<file path="src/verilog/ilts_pkg.sv">
/*
  ilts_pkg: register map, field layout and reset values of the
  interrupt level and trigger setup block.
  assumes: 16-bit registers on a 32-bit avalon-mm word each.
*/
package ilts_pkg;

    // register offsets; every setup register sits on a 16-bit boundary
    localparam logic [15:0] OFS_ELV0 = 16'h4306;
    localparam logic [15:0] OFS_ELV1 = 16'h4308;
    localparam logic [15:0] OFS_ELV2 = 16'h430a;
    localparam logic [15:0] OFS_ELV3 = 16'h430c;
    localparam logic [15:0] OFS_ILV0 = 16'h430e;
    localparam logic [15:0] OFS_ILV1 = 16'h4310;
    localparam logic [15:0] OFS_ILV2 = 16'h4312;
    localparam logic [15:0] OFS_ILV3 = 16'h4314;
    // pending flag and trigger input registers
    localparam logic [15:0] OFS_FLAG = 16'h4300;
    localparam logic [15:0] OFS_SRC  = 16'h4302;

    localparam int NUM_REGS = 8;
    localparam int ADDR_W   = 17;

    // field positions inside one 16-bit setup register
    localparam int LO_PRIO_POS = 0;
    localparam int LO_TRIG_POS = 4;
    localparam int HI_PRIO_POS = 8;
    localparam int HI_TRIG_POS = 12;
    localparam int PRIO_W      = 3;

    localparam logic [15:0] EXT_MASK  = 16'h1717;
    localparam logic [15:0] INT_MASK  = 16'h0707;
    // first external register keeps the port1 trigger bit above the port1 level
    localparam logic [15:0] ELV0_MASK = 16'h1717;

    localparam logic [15:0] SETUP_RESET = 16'h0000;
    localparam logic [2:0]  PRIO_RESET  = 3'h0;
    localparam logic        TRIG_RESET  = 1'b0;
    localparam logic        TRIG_LEVEL  = 1'b1;

endpackage

</file>
<file path="src/verilog/ilts_bus_if.sv">
/*
  ilts_bus_if: internal register access strobes between the bus slave
  and the setup register file.
  assumes: single clock domain, one access per strobe.
*/
`timescale 1ns/10ps
interface ilts_bus_if;
    logic        wrStb;
    logic        rdStb;
    logic [3:0]  regIdx;
    logic        flagSel;
    logic        hit;
    logic [15:0] wrData;
    logic [1:0]  wrLane;
    logic [15:0] rdData;

    modport slave (
        output wrStb, rdStb, regIdx, flagSel, hit, wrData, wrLane,
        input  rdData
    );
    modport regs (
        input  wrStb, rdStb, regIdx, flagSel, hit, wrData, wrLane,
        output rdData
    );
endinterface

</file>
<file path="src/verilog/ilts_top.sv">
/*
  ilts_top: interrupt level and trigger setup registers with the
  pending flags that the trigger modes steer.
  assumes: request inputs synchronous to clk_sys; byte offsets 16-bit.
*/
// Implementation choice: the Avalon-MM register port.
`timescale 1ns/10ps
module ilts_top
(
    // clock and reset
    input  wire logic        clk_sys,
    input  wire logic        nrst,
    // avalon-mm
    input  wire logic [16:0] address,
    input  wire logic        read,
    input  wire logic        write,
    input  wire logic [31:0] writedata,
    input  wire logic [3:0]  byteenable,
    output logic      [31:0] readdata,
    output logic             waitrequest,
    // interrupt requests: external group 7..0, internal group 15..8
    input  wire logic [15:0] intReq,
    // configuration towards arbitration
    output logic      [7:0]  extTrigSel,
    output logic      [47:0] prioLevel,
    output logic      [15:0] pendFlag
);
    ilts_bus_if rb ();

    logic [15:0] setupReg [ilts_pkg::NUM_REGS];
    logic [15:0] reqPrev;
    logic [15:0] srcTrig;
    logic [15:0] next_pend;
    logic [15:0] clrMask;

    function automatic logic [15:0] reg_mask(input logic [3:0] idx);
        reg_mask = (idx < 4'h4) ? ilts_pkg::EXT_MASK : ilts_pkg::INT_MASK;
    endfunction

    function automatic logic [15:0] lane_merge(input logic [15:0] old,
                                               input logic [15:0] nw,
                                               input logic [1:0]  lane,
                                               input logic [15:0] msk);
        logic [15:0] bm;
        bm = {{8{lane[1]}}, {8{lane[0]}}} & msk;
        lane_merge = (old & ~bm) | (nw & bm);
    endfunction

    ilts_avalon_slave u_slave (
        .clk_sys     (clk_sys),
        .nrst        (nrst),
        .address     (address),
        .read        (read),
        .write       (write),
        .writedata   (writedata),
        .byteenable  (byteenable),
        .readdata    (readdata),
        .waitrequest (waitrequest),
        .rb          (rb)
    );

    // setup register writes, reserved bits masked out
    always_ff @(posedge clk_sys or negedge nrst)
    begin
        if (!nrst)
        begin
            for (int i = 0; i < ilts_pkg::NUM_REGS; i++)
                setupReg[i] <= ilts_pkg::SETUP_RESET;
        end
        else if (rb.wrStb && rb.hit && rb.regIdx < 4'h8)
        begin
            setupReg[rb.regIdx[2:0]] <= lane_merge(setupReg[rb.regIdx[2:0]],
                rb.wrData, rb.wrLane, reg_mask(rb.regIdx));
        end
    end

    // field map per register: low source in [2:0]/4, high in [10:8]/12
    always_comb
    begin
        for (int r = 0; r < 4; r++)
        begin
            extTrigSel[2*r]   = setupReg[r][ilts_pkg::LO_TRIG_POS];
            extTrigSel[2*r+1] = setupReg[r][ilts_pkg::HI_TRIG_POS];
            prioLevel[6*r +: 3] = setupReg[r][ilts_pkg::LO_PRIO_POS +: 3];
            prioLevel[6*r+3 +: 3] = setupReg[r][ilts_pkg::HI_PRIO_POS +: 3];
            prioLevel[24+6*r +: 3] =
                setupReg[r+4][ilts_pkg::LO_PRIO_POS +: 3];
            prioLevel[27+6*r +: 3] =
                setupReg[r+4][ilts_pkg::HI_PRIO_POS +: 3];
        end
    end

    // internal sources are always treated as level requests
    assign srcTrig = {8'hff, extTrigSel};

    always_ff @(posedge clk_sys or negedge nrst)
    begin
        if (!nrst)
            reqPrev <= 16'h0;
        else
            reqPrev <= intReq;
    end

    // software clear only reaches pulse-mode flags
    assign clrMask = (rb.wrStb && rb.hit && rb.flagSel)
                     ? (rb.wrData & ~srcTrig) : 16'h0;

    always_comb
    begin
        for (int k = 0; k < 16; k++)
        begin
            if (srcTrig[k])
                next_pend[k] = intReq[k];
            else
                next_pend[k] = (intReq[k] && !reqPrev[k])
                               || (pendFlag[k] && !clrMask[k]);
        end
    end

    // a new edge wins over a clear arriving in the same cycle
    always_ff @(posedge clk_sys or negedge nrst)
    begin
        if (!nrst)
            pendFlag <= 16'h0;
        else
            pendFlag <= next_pend;
    end

    always_comb
    begin
        if (rb.flagSel)
            rb.rdData = pendFlag;
        else if (address[15:0] == ilts_pkg::OFS_SRC)
            rb.rdData = intReq;
        else if (rb.hit && rb.regIdx < 4'h8)
            rb.rdData = setupReg[rb.regIdx[2:0]];
        else
            rb.rdData = 16'h0;
    end

    a_reserved_zero: assert property (@(posedge clk_sys) disable iff (!nrst)
        (setupReg[0] & ~ilts_pkg::EXT_MASK) == 16'h0
        && (setupReg[5] & ~ilts_pkg::INT_MASK) == 16'h0)
        else $error("reserved setup bits set");

    a_trig_reset: assert property (@(posedge clk_sys)
        $rose(nrst) |-> extTrigSel == 8'h0)
        else $error("trigger select not zero after reset");

    a_prio_write: assert property (@(posedge clk_sys) disable iff (!nrst)
        rb.wrStb && rb.hit && rb.regIdx == 4'h4 && rb.wrLane[1]
        |=> prioLevel[29:27] == $past(rb.wrData[10:8]))
        else $error("timer16 ch0 level not written");

    a_port1_level: assert property (@(posedge clk_sys) disable iff (!nrst)
        prioLevel[5:3] == setupReg[0][10:8])
        else $error("port1 level misplaced");

    a_ext_map: assert property (@(posedge clk_sys) disable iff (!nrst)
        extTrigSel[3] == setupReg[1][12]
        && extTrigSel[4] == setupReg[2][4]
        && extTrigSel[7] == setupReg[3][12])
        else $error("external trigger bit misplaced");

    a_level_noclr: assert property (@(posedge clk_sys)
        disable iff (!nrst)
        extTrigSel[2] && intReq[2] ##1 extTrigSel[2] |-> pendFlag[2])
        else $error("level flag lost");

    a_pulse_clear: assert property (@(posedge clk_sys)
        disable iff (!nrst)
        clrMask[2] && !(intReq[2] && !reqPrev[2]) |=> !pendFlag[2])
        else $error("pulse flag not cleared");

    a_bus_wait: assert property (@(posedge clk_sys) disable iff (!nrst)
        (read || write) && waitrequest |=> !waitrequest)
        else $error("access not answered in two cycles");

    c_write_setup: cover property (@(posedge clk_sys) disable iff (!nrst)
        rb.wrStb && rb.regIdx == 4'h1);
    c_pulse_clear: cover property (@(posedge clk_sys) disable iff (!nrst)
        clrMask != 16'h0);
    c_level_mode: cover property (@(posedge clk_sys) disable iff (!nrst)
        extTrigSel == 8'hff);
endmodule

</file>
<file path="src/verilog/ilts_avalon_slave.sv">
/*
  ilts_avalon_slave: avalon-mm slave front end with waitrequest.
  assumes: master holds the request until waitrequest is sampled low.
  every access answers in the second cycle of the request; read data
  are registered on the first edge so they stand at the accepting edge.
*/
`timescale 1ns/10ps
module ilts_avalon_slave
(
    // clock and reset
    input  wire logic        clk_sys,
    input  wire logic        nrst,
    // avalon-mm
    input  wire logic [16:0] address,
    input  wire logic        read,
    input  wire logic        write,
    input  wire logic [31:0] writedata,
    input  wire logic [3:0]  byteenable,
    output logic      [31:0] readdata,
    output logic             waitrequest,
    // register file side
    ilts_bus_if.slave        rb
);
    logic        busy;
    logic [15:0] ofs;

    assign ofs = address[15:0];

    // one wait state: the access completes on the second edge
    always_ff @(posedge clk_sys or negedge nrst)
    begin
        if (!nrst)
            busy <= 1'b0;
        else
            busy <= (read || write) && !busy;
    end

    assign waitrequest = (read || write) && !busy;
    assign rb.wrStb   = write && busy;
    assign rb.rdStb   = read && busy;
    assign rb.wrData  = writedata[15:0];
    assign rb.wrLane  = byteenable[1:0];
    assign rb.flagSel = (ofs == ilts_pkg::OFS_FLAG);
    // halfword alignment: the setup registers sit two bytes apart
    assign rb.hit     = !address[16] && (ofs[0] == 1'b0)
                        && ((ofs >= ilts_pkg::OFS_ELV0
                             && ofs <= ilts_pkg::OFS_ILV3)
                            || rb.flagSel || ofs == ilts_pkg::OFS_SRC);
    assign rb.regIdx  = 4'((ofs - ilts_pkg::OFS_ELV0) >> 1);

    // unmapped addresses read zero, bar the flag and source offsets with address bit 16 set; captured in the wait cycle so the
    // word already stands when the master samples waitrequest low
    always_ff @(posedge clk_sys or negedge nrst)
    begin
        if (!nrst)
            readdata <= 32'h0;
        else if (read && !busy)
            readdata <= {16'h0, rb.rdData};
    end
endmodule

</file>
<file path="config.mk">
export PLATFORM = sky130hd
export DESIGN_NAME = ilts_top
export DESIGN_NICKNAME = d
export VERILOG_FILES = /design/src/verilog/ilts_pkg.sv /design/src/verilog/ilts_bus_if.sv /design/src/verilog/ilts_top.sv /design/src/verilog/ilts_avalon_slave.sv
export SDC_FILE = /design/constraint.sdc
export NUM_CORES = 1
export LEC_CHECK = 0
export BUFFER_PORTS_ARGS = -buffer_cell sky130_fd_sc_hd__buf_2
export CORE_ASPECT_RATIO = 0.9
export CORE_MARGIN = 5
export CORE_UTILIZATION = 42
export CTS_CLUSTER_DIAMETER = 120
export DETAILED_ROUTE_END_ITERATION = 12
export GPL_ROUTABILITY_DRIVEN = 0
export GPL_TIMING_DRIVEN = 1
export MAX_ROUTING_LAYER = met4
export PLACE_DENSITY = 0.62
export SLEW_MARGIN = 40
export SYNTH_ARGS = -nofsm -noshare
export SYNTH_HDL_FRONTEND = slang
export SYNTH_HIERARCHICAL = 1
export SYNTH_SLANG_ARGS = --single-unit
</file>
<file path="constraint.sdc">
create_clock -name clk_sys -period 2.15 [get_ports clk_sys]
set_input_delay 0.1075 -clock clk_sys [delete_from_list [all_inputs] [get_ports clk_sys]]
set_output_delay 0.1075 -clock clk_sys [all_outputs]
set_load 0.1 [all_outputs]
</file>
==> flow_summary.ini, run 1 <==
[setup_path]
required_ns = 2.04
crit_type = primary input to output port
cp_max_fo = 2
cp_data_arrival_time_ns = 1.94
cp-end-kind = output port
r2r_cells = 5
worstSetupStartpointType = primary input

[clock_tree]
clockRootBuffer = clkbuf_16
cts_max_path_buffers = 2
h-tree-depth = 4
postCtsSetupBuffers = 0
numCtsBuffers = 17
clk_latency_ns = 0.42
clk_pin_slew_worst_paths_ns = 0.06
cts_tree = done
numClockSinks = 169

[final_layout]
diodes = 0
areaGrowthSynthToFinish_pct = 16.92
final_common_cell = dfrtp_1
stdcell_area_um2 = 9380
final_nets = 828
final_cell_mix = dfrtp_1 (169), buf_2 (138), mux2_2 (86)
instances_no_fill = 1015
final.fill_count = 1649
final_core_util = 0.4943
drive_gt1_frac = 0.4497

[synth]
syn_avg_cell_area_um2 = 11.64
synth_warnings = 6
netlist_instances = 689
syn_area_um2 = 8023

[placed_design]
io_buffers = 139
place_area_um2 = 8541
dpl.cell_count = 960
hpwl_mm = 13.93

[timing]
holdWs_ns = 0.02638
hold_viol = 0
slew_headroom = 0.4573
final_max_slew_viol_count = 0
fmax_ghz = 0.4878
fin_crit_sh = 0.9535
tightest_slew_ns = 0.8071
fin_crit_ns = 2.050
finClkSkew_ns = 0.007605
setup_viol = 0
rsz0062_at_grt = false

[global_route]
grt_usage = 0.1792
grt_first_pass_wirelength_mm = 29.88
grt_pass1_vias = 5540
grt_max_degree = 67
grt-ovfl-total = 0
grt_antenna_before_repair = 0

[die]
die-area_um2 = 21970
die_h_um = 141.1
pin_count = 178
initial_core_util = 0.4227
core_area_um2 = 18980
rows = 48
fp.dieW_um = 155.7

[detailed_routing]
routed_via_density = 5.025
ant_nets = 0
firstDrtPassIters = 4
wirelength_mm = 18.88
drcViolationCount = 0
wire_per_inst_um = 18.60
via_count = 5100
drt_iter0_drc = 242

[power]
report.power.total_mw = 6.950
power_leakage_nw = 4.758
ir_drop_mv = 0.5238
p_per_area_nw_per_um2 = 741.0

[flow_run]
maxCapViolations = 0

[hold_path]
hold_class = primary input to flop
hold_path_depth = 4

[run_status]
status = finished clean
## state kept, by name, summed over array words and instances (netlist names)
| signal | cells |
|---|---|
| extTrigSel | 8 |
| pendFlag | 16 |
| prioLevel | 48 |
| reqPrev | 8 |
| setupReg | 72 |
| u_slave/busy | 1 |
| u_slave/readdata | 16 |
## report_power, final
group          internal (mW)  switching [mW]
Clock                   1.79            1.17
Sequential              3.20         0.00765
Combinational          0.252           0.525
Total                   5.24            1.71
## area by class of cell
class / count / area, um^2 / share of cell area
inverter: 25 / 93.84 / 0.01000
clock buffer: 24 / 481.7 / 0.05135
tap: 250 / 312.8 / 0.03335
timing repair buffer: 215 / 1408 / 0.1501
multi-input combinational: 325 / 2763 / 0.2945
sequential: 169 / 4229 / 0.4508
clock inverter: 7 / 92.59 / 0.009871
## final timing paths
kind	start	endpoint	slack [ns]
hold / removal	writedata[0]	pendFlag[0]	0.03
max in group asynchronous	nrst	u_slave/readdata[5]	1.34
setup / recovery	write	waitrequest	0.1
setup reg to reg	setupReg[110]	u_slave/readdata[14]	0.23
min in group asynchronous	nrst	prioLevel[28]	0.11
hold reg to reg	setupReg[13]	setupReg[13]	0.37
## layer usage
metal	up-vias	GRT usage	part of all wire
li1	2353	-	-
met1	2545	0.2342	0.44
met2	174	0.2795	0.48
met3	28	0.04021	0.061
met4	0	0.05804	0.020
met5	-	-	0
## worst max-delay path: stages
cell and delay, ns:
dlygate4sd3_1 0.53, buf_2 0.11, nor2_1 0.04, dlygate4sd3_1 0.56, nor2_1 0.15, buf_2 0.46
## metrics by stage
step	setup TNS, ns	setup WS [ns]
after floorplan	-0.04262	-0.007104
after global placement	-17.28	-0.4035
after detailed placement	-18.91	-0.4248
after CTS	0	0.005363
after global routing	0	0.01282
final	0	0.09991
## repair_timing
action	in CTS	in global routing
resized for setup	0	2
endpoints found under the setup margin	0	15
hold endpoints to repair	193	0
hold buffers	24	0
(Power assumes the default switching activity.)
==> inputs of run 2 (changes only) <==
REMOVE_ABC_BUFFERS = 1   (was unset)
TNS_END_PERCENT = 1   (was unset)
==> run 2 against run 1 <==
Via count rose by 0.31%. Sequential share of layout area down 0.54 points. Hold slack improved by 0.0096 ns. Worst setup slack worse by 0.0075 ns. Highest routed layer unchanged.
==> flow_summary.ini, run 2 (synthesis results as in run 1) <==
[run_status]
status = finished clean

[timing]
final_max_slew_viol_count = 0
fmax_ghz = 0.4860
fin_crit_ns = 2.058
tightest_slew_ns = 0.7589
finClkSkew_ns = 0.007570
slew_headroom = 0.4897
setup_viol = 0
layout_setup_ws_ns = 0.09244
hold_viol = 0
rsz0062_at_grt = false
fin_crit_sh = 0.9570

[detailed_routing]
wire_per_inst_um = 19.01
firstDrtPassIters = 4
via_count = 5116
ant_nets = 0
wirelength_mm = 19.57
drcViolationCount = 0
drt_iter0_drc = 320
routed_via_density = 4.972

[clock_tree]
clk_pin_slew_worst_paths_ns = 0.07
h-tree-depth = 4
numClockSinks = 169
cts_max_path_buffers = 2
numCtsBuffers = 17
postCtsSetupBuffers = 0
clk_latency_ns = 0.43
clockRootBuffer = clkbuf_16
cts_tree = done

[power]
power_leakage_nw = 4.840
p_per_area_nw_per_um2 = 738.4
ir_drop_mv = 0.5846
report.power.total_mw = 7.011

[final_layout]
drive_gt1_frac = 0.4621
areaGrowthSynthToFinish_pct = 18.34
final_common_cell = dfrtp_1
instances_no_fill = 1029
largest_register_ff_count = 72
diodes = 0
final.fill_count = 1659
regMostFlops = setupReg
final_cell_mix = dfrtp_1 (169), buf_2 (138), mux2_2 (86)
final_nets = 841

[placed_design]
post-place-ws_ns = -0.4720
hpwl_mm = 14.41
io_buffers = 139
dpl.cell_count = 972

[setup_path]
cp_data_arrival_time_ns = 2.37
cp-end-kind = flop
worstSetupStartpointType = primary input
required_ns = 2.46
cp_max_fo = 5
crit_type = primary input to flop

[flow_run]
maxCapViolations = 0

[die]
core_area_um2 = 18980
initial_core_util = 0.4227
rows = 48
fp.dieW_um = 155.7
die_h_um = 141.1
die-area_um2 = 21970
pin_count = 178

[global_route]
grt-ovfl-total = 0
grt_pass1_vias = 5546
grt_max_degree = 75
grt_usage = 0.1885
grt_first_pass_wirelength_mm = 31.23
grt_antenna_before_repair = 0

[hold_path]
hold_class = primary input to flop
-- run 2: critical path, stage by stage --
cell       delay, ns
buf_2           0.13
or4_4           0.54
a2111oi_4       0.36
buf_4           0.17
nand4_1         0.24
nor3_1          0.28
buf_4           0.20
mux2_2          0.34
-- run 2: path summary, 6_finish.rpt --
| path | from | to | slack, ns | cells past startpoint |
|---|---|---|---|---|
| max reg2reg | setupReg[78] | u_slave/readdata[14] | 0.34 | 5 |
| min | writedata[4] | pendFlag[4] | 0.04 | 3 |
| min in group asynchronous | nrst | reqPrev[6] | 0.17 | 2 |
| min reg2reg | setupReg[118] | setupReg[118] | 0.37 | 0 |
| max in group asynchronous | nrst | prioLevel[2] | 1.23 | 3 |
| max | address[2] | prioLevel[24] | 0.09 | 8 |
-- run 2: power breakdown --
group | internal (mW) | switching (mW) | leakage (nW)
registers | 3.20 | 0.00763 | 2.28
clock network | 1.64 | 1.38 | 0.285
logic | 0.266 | 0.523 | 2.27
total | 5.10 | 1.91 | 4.84
-- run 2: layout make-up --
class / instances / area, um^2 / area share
sequential: 169 / 4229 / 0.4454
multi-input combinational: 325 / 2758 / 0.2905
clock inverter: 15 / 155.1 / 0.01634
clock buffer: 17 / 425.4 / 0.04481
timing repair buffer: 228 / 1520 / 0.1601
inverter: 25 / 93.84 / 0.009884
tap: 250 / 312.8 / 0.03295
-- run 2: per-layer routing --
metal  routed length, um  up-vias  global-route usage
li1                    -     2389                   -
met1                8808     2534              0.2583
met2                9268      171              0.2847
met3                1203       22             0.03284
met4                 286        0             0.06679
met5                   0        -                   -
-- run 2: metrics by stage --
step	hold slack, ns	area [um^2]	utilization	TNS [ns]
global placement	0.06167	8626	0.4545	-19.53
detailed placement	0.07593	8626	0.4545	-23.46
floorplan	-0.1881	7028	-	-124.74
finish	0.03598	9494	0.5003	0
CTS	0.008560	9464	0.4987	0
global route	0.04712	9494	0.5003	0
-- run 2: repair_timing --
action | in CTS | in global routing
resized for setup | 2 | 4
endpoints found under the setup margin | 11 | 45
gates cloned | 0 | 0
pin swaps | 0 | 2
endpoints found under the hold margin | 69 | 0
hold buffers | 25 | 0
